## config.mk

```make
export PLATFORM = sky130hd
export DESIGN_NAME = bsfx_unit
export DESIGN_NICKNAME = d
export VERILOG_FILES = /design/src/bsfx_pkg.sv /design/src/bsfx_unit.sv
export SDC_FILE = /design/constraint.sdc
export NUM_CORES = 1
export LEC_CHECK = 0
export BUFFER_PORTS_ARGS = -buffer_cell sky130_fd_sc_hd__buf_2
export CORE_MARGIN = 8
export CORE_UTILIZATION = 50
export CTS_CLUSTER_DIAMETER = 200
export DETAILED_ROUTE_END_ITERATION = 8
export GPL_TIMING_DRIVEN = 0
export HOLD_SLACK_MARGIN = 0.02
export PLACE_DENSITY = 0.7
export SKIP_CTS_REPAIR_TIMING = 1
export SKIP_LAST_GASP = 1
export SYNTH_ARGS = -nofsm -noshare
export SYNTH_HDL_FRONTEND = slang
export SYNTH_SLANG_ARGS = --single-unit
```

## constraint.sdc

```tcl
create_clock -name CLK_SYS -period 2.2 [get_ports CLK_SYS]
set_input_delay 0.55 -clock CLK_SYS [delete_from_list [all_inputs] [get_ports CLK_SYS]]
set_output_delay 0.55 -clock CLK_SYS [all_outputs]
set_load 0.005 [all_outputs]
```

## src/bsfx_pkg.sv

```systemverilog
package bsfx_pkg;

  // register byte addresses
  localparam logic [11:0] CMD_ADDR    = 12'h000;
  localparam logic [11:0] FLAGS_ADDR  = 12'h004;
  localparam logic [11:0] RESULT_ADDR = 12'h008;
  localparam logic [11:0] SP_ADDR     = 12'h00c;
  localparam logic [11:0] IO_BASE     = 12'h020;

  // command word fields
  localparam int CMD_OP_LSB   = 0;
  localparam int CMD_BIT_LSB  = 5;
  localparam int CMD_OPND_LSB = 8;
  localparam int CMD_IO_LSB   = 16;

  // result word fields
  localparam int RES_BUSY_BIT = 8;

  // status flag positions
  localparam int FLAG_C = 0;
  localparam int FLAG_Z = 1;
  localparam int FLAG_N = 2;
  localparam int FLAG_V = 3;
  localparam int FLAG_S = 4;
  localparam int FLAG_T = 6;
  localparam int FLAG_I = 7;

  // reset values
  localparam logic [7:0] FLAGS_RESET  = 8'h00;
  localparam logic [7:0] RESULT_RESET = 8'h00;
  localparam logic [7:0] IO_RESET     = 8'h00;

  // timing counts, in clock cycles
  localparam int STACK_OP_CYCLES = 2;
  localparam int SIMPLE_OP_CYCLES = 1;

  typedef enum logic [4:0] {
    push_op, pop_op, io_bit_set_op, io_bit_clear_op,
    logic_left_shift_op, logic_right_shift_op,
    rotate_left_carry_op, rotate_right_carry_op, arith_right_shift_op,
    nibble_swap_op, flag_set_op, flag_clear_op,
    bit_to_transfer_op, transfer_to_bit_op,
    carry_set_op, carry_clear_op, negative_set_op, negative_clear_op,
    zero_set_op, zero_clear_op, global_irq_on_op, global_irq_off_op,
    sign_set_op, sign_clear_op, overflow_set_op, overflow_clear_op
  } bsfx_op_e;

  typedef struct packed {
    logic [2:0] io_index;
    logic [7:0] operand;
    logic [2:0] bit_index;
    logic [4:0] opcode;
  } bsfx_cmd_s;

endpackage

```

## src/bsfx_unit.sv

```systemverilog
`timescale 1ns/100ps
// Summary of operation
// - push stacks the source and pop returns the top, two cycles each, flags untouched.
// - the I/O bit-set forces bit b of I/O location P to one and leaves everything else alone.
// - the I/O bit-clear forces bit b of I/O location P to zero and leaves everything else alone.
// - logical left shift moves bit n to n+1, loads zero into bit 0 and updates Z, C, N and V.
// - logical right shift moves bit n+1 to n, loads zero into bit 7 and updates Z, C, N and V.
// - rotates go through carry: old carry enters one end, the bit leaving the other is carry.
// - arithmetic right shift moves bits down, keeps bit 7 and updates Z, C, N and V.
// - nibble swap exchanges the low and high four bits in one cycle with flags untouched.
// - generic flag set and clear write one or zero to status bit s only.
// - bit store copies source bit b into T; bit load copies T into bit b, flags untouched.
// - the carry instructions set or clear carry only.
// - the negative and zero instructions set or clear their own flag only.
// - global interrupt enable sets the I bit and disable clears it.
// - the sign and overflow instructions set or clear their own flag only.
// - every shift, rotate, swap, bit-transfer and flag instruction completes in one cycle.
module bsfx_unit #(
  parameter int STACK_DEPTH = 16,
  parameter int IO_COUNT    = 8
) (
  // clock and reset
  input  wire logic        CLK_SYS,
  input  wire logic        RST_N,
  // apb slave
  input  wire logic        PSEL,
  input  wire logic        PENABLE,
  input  wire logic        PWRITE,
  input  wire logic [11:0] PADDR,
  input  wire logic [31:0] PWDATA,
  output logic      [31:0] PRDATA,
  output logic             PREADY,
  output logic             PSLVERR
);

  localparam int SPW = $clog2(STACK_DEPTH);

  typedef enum logic [1:0] {idle_st, exec_st, stack_st} bsfx_state_e;

  typedef struct packed {
    bsfx_state_e                          state;
    bsfx_pkg::bsfx_cmd_s                  cmd;
    logic [7:0]                           flags;
    logic [7:0]                           result;
    logic [SPW-1:0]                       sp;
    logic [STACK_DEPTH-1:0][7:0]          stack;
    logic [IO_COUNT-1:0][7:0]             io;
    logic [31:0]                          prdata;
    logic                                 pready;
    logic                                 pslverr;
  } bsfx_regs_s;

  bsfx_regs_s r;
  bsfx_regs_s next_r;

  // address decode: 0 cmd, 1 flags, 2 result, 3 sp, 4 io, 5 unmapped
  function automatic logic [2:0] reg_sel(input logic [11:0] addr);
    if (addr == bsfx_pkg::CMD_ADDR) begin
      return 3'h0;
    end else if (addr == bsfx_pkg::FLAGS_ADDR) begin
      return 3'h1;
    end else if (addr == bsfx_pkg::RESULT_ADDR) begin
      return 3'h2;
    end else if (addr == bsfx_pkg::SP_ADDR) begin
      return 3'h3;
    end else if (addr >= bsfx_pkg::IO_BASE && addr[1:0] == 2'h0 &&
                 addr < bsfx_pkg::IO_BASE + 12'(4 * IO_COUNT)) begin
      return 3'h4;
    end
    return 3'h5;
  endfunction

  // shift result flags
  function automatic logic [7:0] shift_flags(input logic [7:0] f, input logic [7:0] res,
                                             input logic c);
    logic [7:0] o;
    o = f;
    o[bsfx_pkg::FLAG_C] = c;
    o[bsfx_pkg::FLAG_Z] = (res == 8'h00);
    o[bsfx_pkg::FLAG_N] = res[7];
    o[bsfx_pkg::FLAG_V] = res[7] ^ c;
    return o;
  endfunction

  logic [2:0]  sel;
  logic [11:0] io_off;
  logic [2:0]  io_idx;
  logic        access;
  logic [7:0]  opnd;
  logic [2:0]  bidx;

  always_comb begin
    next_r  = r;
    sel     = reg_sel(PADDR);
    io_off  = PADDR - bsfx_pkg::IO_BASE;
    io_idx  = io_off[4:2];
    access  = PSEL && PENABLE && r.pready;
    opnd    = r.cmd.operand;
    bidx    = r.cmd.bit_index;
    next_r.pready  = 1'b0;
    next_r.pslverr = 1'b0;

    // apb answer, held off while an instruction is running
    if (PSEL && PENABLE && !r.pready && r.state == idle_st) begin
      next_r.pready  = 1'b1;
      next_r.pslverr = (sel == 3'h5);
      next_r.prdata  = 32'h0000_0000;
      case (sel)
        3'h0: begin
          next_r.prdata = 32'(r.cmd);
        end
        3'h1: begin
          next_r.prdata = {24'h00_0000, r.flags};
        end
        3'h2: begin
          next_r.prdata = {23'h00_0000, r.state != idle_st, r.result};
        end
        3'h3: begin
          next_r.prdata = 32'(r.sp);
        end
        3'h4: begin
          next_r.prdata = {24'h00_0000, r.io[io_idx]};
        end
        default: begin
          next_r.prdata = 32'h0000_0000;
        end
      endcase
    end

    // apb write on the sampled edge
    if (access && PWRITE) begin
      case (sel)
        3'h0: begin
          next_r.cmd   = bsfx_pkg::bsfx_cmd_s'(PWDATA[18:0]);
          next_r.state = exec_st;
        end
        3'h1: begin
          next_r.flags = PWDATA[7:0];
        end
        3'h4: begin
          next_r.io[io_idx] = PWDATA[7:0];
        end
        default: begin
        end
      endcase
    end

    case (r.state)
      idle_st: begin
      end
      exec_st: begin
        next_r.state = idle_st;
        case (bsfx_pkg::bsfx_op_e'(r.cmd.opcode))
          bsfx_pkg::push_op: begin
            next_r.stack[r.sp] = opnd;
            next_r.state       = stack_st;
          end
          bsfx_pkg::pop_op: begin
            next_r.sp    = r.sp + SPW'(1);
            next_r.state = stack_st;
          end
          bsfx_pkg::io_bit_set_op: begin
            next_r.io[r.cmd.io_index][bidx] = 1'b1;
          end
          bsfx_pkg::io_bit_clear_op: begin
            next_r.io[r.cmd.io_index][bidx] = 1'b0;
          end
          bsfx_pkg::logic_left_shift_op: begin
            next_r.result = {opnd[6:0], 1'b0};
            next_r.flags  = shift_flags(r.flags, {opnd[6:0], 1'b0}, opnd[7]);
          end
          bsfx_pkg::logic_right_shift_op: begin
            next_r.result = {1'b0, opnd[7:1]};
            next_r.flags  = shift_flags(r.flags, {1'b0, opnd[7:1]}, opnd[0]);
          end
          bsfx_pkg::rotate_left_carry_op: begin
            next_r.result = {opnd[6:0], r.flags[bsfx_pkg::FLAG_C]};
            next_r.flags  = shift_flags(r.flags, {opnd[6:0], r.flags[bsfx_pkg::FLAG_C]},
                                        opnd[7]);
          end
          bsfx_pkg::rotate_right_carry_op: begin
            next_r.result = {r.flags[bsfx_pkg::FLAG_C], opnd[7:1]};
            next_r.flags  = shift_flags(r.flags, {r.flags[bsfx_pkg::FLAG_C], opnd[7:1]},
                                        opnd[0]);
          end
          bsfx_pkg::arith_right_shift_op: begin
            next_r.result = {opnd[7], opnd[7:1]};
            next_r.flags  = shift_flags(r.flags, {opnd[7], opnd[7:1]}, opnd[0]);
          end
          bsfx_pkg::nibble_swap_op: begin
            next_r.result = {opnd[3:0], opnd[7:4]};
          end
          bsfx_pkg::flag_set_op: begin
            next_r.flags[bidx] = 1'b1;
          end
          bsfx_pkg::flag_clear_op: begin
            next_r.flags[bidx] = 1'b0;
          end
          bsfx_pkg::bit_to_transfer_op: begin
            next_r.flags[bsfx_pkg::FLAG_T] = opnd[bidx];
          end
          bsfx_pkg::transfer_to_bit_op: begin
            next_r.result       = opnd;
            next_r.result[bidx] = r.flags[bsfx_pkg::FLAG_T];
          end
          bsfx_pkg::carry_set_op: begin
            next_r.flags[bsfx_pkg::FLAG_C] = 1'b1;
          end
          bsfx_pkg::carry_clear_op: begin
            next_r.flags[bsfx_pkg::FLAG_C] = 1'b0;
          end
          bsfx_pkg::negative_set_op: begin
            next_r.flags[bsfx_pkg::FLAG_N] = 1'b1;
          end
          bsfx_pkg::negative_clear_op: begin
            next_r.flags[bsfx_pkg::FLAG_N] = 1'b0;
          end
          bsfx_pkg::zero_set_op: begin
            next_r.flags[bsfx_pkg::FLAG_Z] = 1'b1;
          end
          bsfx_pkg::zero_clear_op: begin
            next_r.flags[bsfx_pkg::FLAG_Z] = 1'b0;
          end
          bsfx_pkg::global_irq_on_op: begin
            next_r.flags[bsfx_pkg::FLAG_I] = 1'b1;
          end
          bsfx_pkg::global_irq_off_op: begin
            next_r.flags[bsfx_pkg::FLAG_I] = 1'b0;
          end
          bsfx_pkg::sign_set_op: begin
            next_r.flags[bsfx_pkg::FLAG_S] = 1'b1;
          end
          bsfx_pkg::sign_clear_op: begin
            next_r.flags[bsfx_pkg::FLAG_S] = 1'b0;
          end
          bsfx_pkg::overflow_set_op: begin
            next_r.flags[bsfx_pkg::FLAG_V] = 1'b1;
          end
          bsfx_pkg::overflow_clear_op: begin
            next_r.flags[bsfx_pkg::FLAG_V] = 1'b0;
          end
          default: begin
          end
        endcase
      end
      stack_st: begin
        next_r.state = idle_st;
        if (bsfx_pkg::bsfx_op_e'(r.cmd.opcode) == bsfx_pkg::push_op) begin
          next_r.sp = r.sp - SPW'(1);
        end else begin
          next_r.result = r.stack[r.sp];
        end
      end
      default: begin
        next_r.state = idle_st;
      end
    endcase
  end

  always_ff @(posedge CLK_SYS or negedge RST_N) begin
    if (!RST_N) begin
      r         <= '0;
      r.state   <= idle_st;
      r.flags   <= bsfx_pkg::FLAGS_RESET;
      r.result  <= bsfx_pkg::RESULT_RESET;
      r.sp      <= SPW'(STACK_DEPTH - 1);
      r.io      <= {IO_COUNT{bsfx_pkg::IO_RESET}};
    end else begin
      r <= next_r;
    end
  end

  assign PRDATA  = r.prdata;
  assign PREADY  = r.pready;
  assign PSLVERR = r.pslverr;

endmodule // bsfx_unit

```

==> impl_summary.log <==
[metrics] run status: finished, violations left
[metrics] violations in the final reports: setup timing
[metrics] pin count of the biggest net entering global routing: 104
[metrics] Fmax: 0.391 GHz
[metrics] clock latency at the later pin of the worst-skew pair: 0.56 ns
[metrics] cell with the largest stage delay on the worst path: sky130_fd_sc_hd__dfstp_2
[metrics] worst setup path category: reg -> reg
[metrics] total global-route track usage: 24.2%
[metrics] ant diodes: 0
[metrics] Post-Syn Instances: 1183
[metrics] input/output buffers: 47
[metrics] Critical Path RT: 2.63 ns
[metrics] DR WL/cell: 25.2 um
[metrics] worst setup margin: -0.358 ns
[metrics] class of the most critical hold timing path: in -> async
[metrics] grt total ovfl: 0
[metrics] Vias/cell: 6.36
[metrics] routability congestion estimate: 0.911
[metrics] fraction of final layout cells with drive strength greater than 1: 36.7%
[metrics] final net count: 1384
[metrics] combined area of the multi-input logic cells: 0.00746 sq mm
[metrics] dominant synthesized flop cell: sky130_fd_sc_hd__dfrtp_1
[metrics] final-report hold violation count: 0
[metrics] floorplan die height: 183 um
[metrics] area of the core region: 0.0276 sq mm
[metrics] Post-synth ARST share: 100%
[metrics] CTS tree: yes
[metrics] share of total power in the clock network: 49.1%
[metrics] CP max FO: 9
[metrics] delay contributed by the slowest stage of the critical path: 0.59 ns
[metrics] cell internal pwr: 0.00766 W
[metrics] CTS Buf Count: 28
[metrics] half-perimeter wire length of the detailed placement result: 28.6 mm
[metrics] Seq pwr share: 47.4%
[metrics] CTS Buffer Depth: 3
[metrics] portion of total power attributed to combinational logic: 3.5%
[metrics] Worst-Margin Slew: 0.865 ns
[metrics] leading post-synthesis cells by cell area: sky130_fd_sc_hd__dfrtp_1 45%, sky130_fd_sc_hd__mux2_2 11%, sky130_fd_sc_hd__mux4_2 9.7%, sky130_fd_sc_hd__mux2i_1 5.5%, sky130_fd_sc_hd__o22ai_1 3.9%
[metrics] master cell of the clock root buffer: sky130_fd_sc_hd__clkbuf_16
[metrics] element type at the critical path start: flop
[metrics] Switching Share: 22.4%
[metrics] cell leakage power: 7.15 nW
[metrics] number of nets with antenna violations after routing: 0
[metrics] clock-pin slew on the worst setup and hold paths: 0.07 ns
[metrics] total of fill cells in the finished design: 2154
[metrics] area of all sequential standard cells: 0.00637 sq mm
[metrics] Worst Clk Skew: 0.0277 ns
[metrics] vias: 11000
[metrics] most frequent cells after synthesis: 250 x sky130_fd_sc_hd__dfrtp_1, 141 x sky130_fd_sc_hd__mux2_2, 101 x sky130_fd_sc_hd__nor2_1
[metrics] total of flip-flops plus latches after synthesis: 254
[metrics] cell area after synthesis: 0.0139 sq mm
[metrics] data arrival time of the critical path: 2.99 ns
[metrics] number of ports placed on the die boundary: 83
[metrics] CTS HTree Levels: 1
[metrics] area delta synth->final: 21.6%
[metrics] Maximum Capacitance Violations: 0
[metrics] dominant cell by count in the synthesized netlist: sky130_fd_sc_hd__dfrtp_1
[metrics] worst-path cell chain: buf_12, buf_12, mux4_2, mux4_2, nor2_1, a21oi_1, mux2_2
[metrics] post-synth cell types: 79
[metrics] power density over the cells: 582 mW/mm^2
[metrics] fraction of the yosys area taken by sequential cells: 45.6%
[metrics] number of remaining DRC errors: 0
[metrics] mean post-synth cell area: 11.8 sq um
[metrics] floorplan die width: 183 um
[metrics] unrepaired setup endpoints after global routing: true
[metrics] relative slew slack: 42.3%
[metrics] share of the cycle needed by the critical path after routing: 116%
[metrics] CP endpoint kind: flop
[metrics] count of flip-flops with a built-in enable after synthesis: 0
[metrics] Power, Total: 0.00987 W
[metrics] initial standard-cell utilization of the core: 50.5%
[metrics] row count: 61
[metrics] highest ir drop seen on vdd: 0.000655 V
[metrics] total of warnings raised by yosys: 0
[metrics] total die area: 0.0335 sq mm
[metrics] power dissipated by switching net loads: 0.00222 W
[metrics] first-pass GRT wire length: 62.9 mm
[metrics] Starting DRT DRC Count: 1179
[metrics] post-layout minimum cycle time: 2.56 ns
[metrics] number of global-route vias before repair: 10400
[metrics] Pins Over Slew Limit: 0
[metrics] number of detailed-route iterations in the first pass: 6
[metrics] largest area contributor in the synthesized netlist: sky130_fd_sc_hd__dfrtp_1
[metrics] number of antenna violations at the first check in global routing: 0
[metrics] Layout Utilization: 61.4%
[metrics] final setup fails: 114
[metrics] DRT Wirelength: 43.6 mm
[metrics] Clock Sinks: 254
[metrics] portion of synthesized cell area occupied by the leading cell type: 44.9%
area by class of cell:
| class | instances | area share (%) |
|---|---|---|
| flip-flops and latches | 254 | 37.5 |
| well taps | 378 | 2.79 |
| clock buffers | 39 | 4.73 |
| multi-input cells | 795 | 44.0 |
| plain buffers | 124 | 4.18 |
| inverters | 20 | 0.487 |
| clock inverters | 10 | 0.819 |
| repair buffers | 105 | 5.51 |
layout by cell type (no fill, tap or decap), types with 9 or more instances in the layout:
cell | Yosys | final
sky130_fd_sc_hd__a21oi_1 | 22 | 22
sky130_fd_sc_hd__a22o_1 | 21 | 21
sky130_fd_sc_hd__buf_12 | 0 | 17
sky130_fd_sc_hd__buf_2 | 14 | 56
sky130_fd_sc_hd__buf_4 | 33 | 71
sky130_fd_sc_hd__clkbuf_1 | 65 | 53
sky130_fd_sc_hd__clkbuf_16 | 0 | 29
sky130_fd_sc_hd__clkbuf_2 | 0 | 13
sky130_fd_sc_hd__conb_1 | 1 | 13
sky130_fd_sc_hd__dfrtp_1 | 250 | 246
sky130_fd_sc_hd__inv_1 | 17 | 16
sky130_fd_sc_hd__mux2_2 | 141 | 67
sky130_fd_sc_hd__mux2_4 | 0 | 75
sky130_fd_sc_hd__mux2i_1 | 77 | 77
sky130_fd_sc_hd__mux4_2 | 60 | 60
sky130_fd_sc_hd__nand2_1 | 58 | 47
sky130_fd_sc_hd__nand2_2 | 0 | 9
sky130_fd_sc_hd__nand3_1 | 14 | 12
sky130_fd_sc_hd__nand3b_1 | 9 | 9
sky130_fd_sc_hd__nand4_1 | 9 | 9
sky130_fd_sc_hd__nor2_1 | 101 | 99
sky130_fd_sc_hd__nor2_4 | 5 | 10
sky130_fd_sc_hd__nor2b_1 | 9 | 9
sky130_fd_sc_hd__o21ai_0 | 23 | 19
sky130_fd_sc_hd__o22ai_1 | 86 | 86
flip-flops by register name, summed over array words and instances, names as in the netlist:
name,flops
PSLVERR,1
PRDATA,19
opnd,8
bidx,3
PREADY,1
r,222
routing by layer:
| layer | vias up | global-route usage [%] | wire [um] | part of all wire [%] |
|---|---|---|---|---|
| met5 | - | 0 | 0 | 0 |
| met4 | 0 | 9.53 | 1950 | 4.5 |
| li1 | 4682 | - | - | - |
| met1 | 5528 | 31.5 | 17300 | 40 |
| met3 | 129 | 4.99 | 3680 | 8.5 |
| met2 | 628 | 39.3 | 20600 | 47 |
metrics by stage:
| step | area, sq um | std cells | hold WS, ns | worst slack (ns) | TNS, ns |
|---|---|---|---|---|---|
| after floorplan | 14000 | 1195 | 0.254 | -0.0814 | -0.812 |
| after global placement | 14700 | 1620 | 0.462 | -4.05 | -1110.90 |
| after detailed placement | 14800 | 1622 | 0.474 | -0.792 | -106.49 |
| after CTS | 15700 | 1671 | 0.0820 | -0.721 | -83.72 |
| after global routing | 17000 | 1725 | 0.133 | -0.385 | -17.65 |
| final | 17000 | 1725 | 0.0506 | -0.358 | -15.56 |
cell families after synthesis:
family	Yosys count	synth area share [%]
other cells	1	0.0269
xor+xnor	5	0.314
compound gates	211	10.2
mux	279	26.7
simple gates	280	11.4
fa+ha+maj	7	0.682
buf+inv	146	5.05
flops	254	45.6
worst max-delay path, delay by kind of cell (launching register included):
kind	cells	cell delay, ns
flops	1	0.59
buf+inv	2	0.29
compound gates	1	0.07
mux	3	1.34
simple gates	1	0.12
power by group through the flow:
stage / sequential (W) / combinational [W] / clock (W)
after floorplan: 0.00477 / 0.000138 / 0
after global placement: 0.00477 / 0.000317 / 0
after detailed placement: 0.00477 / 0.000334 / 0
after CTS: 0.00468 / 0.000335 / 0.00487
after global routing: 0.00468 / 0.000377 / 0.00509
final: 0.00468 / 0.000343 / 0.00485
worst paths after layout:
check | slack [ns] | from | cells after the start | endpoint
max | -0.36 | r[226] | 7 | r[234]
min | 0.05 | RST_N | 1 | r[61]
max reg2reg | -0.36 | r[226] | 7 | r[234]
min reg2reg | 0.50 | r[106] | 2 | r[106]
max in group asynchronous | 0.94 | RST_N | 3 | r[138]
min in group CLK_SYS | 0.23 | PWDATA[12] | 2 | opnd[4]
Note: power is estimated with default switching activity, not from simulation.
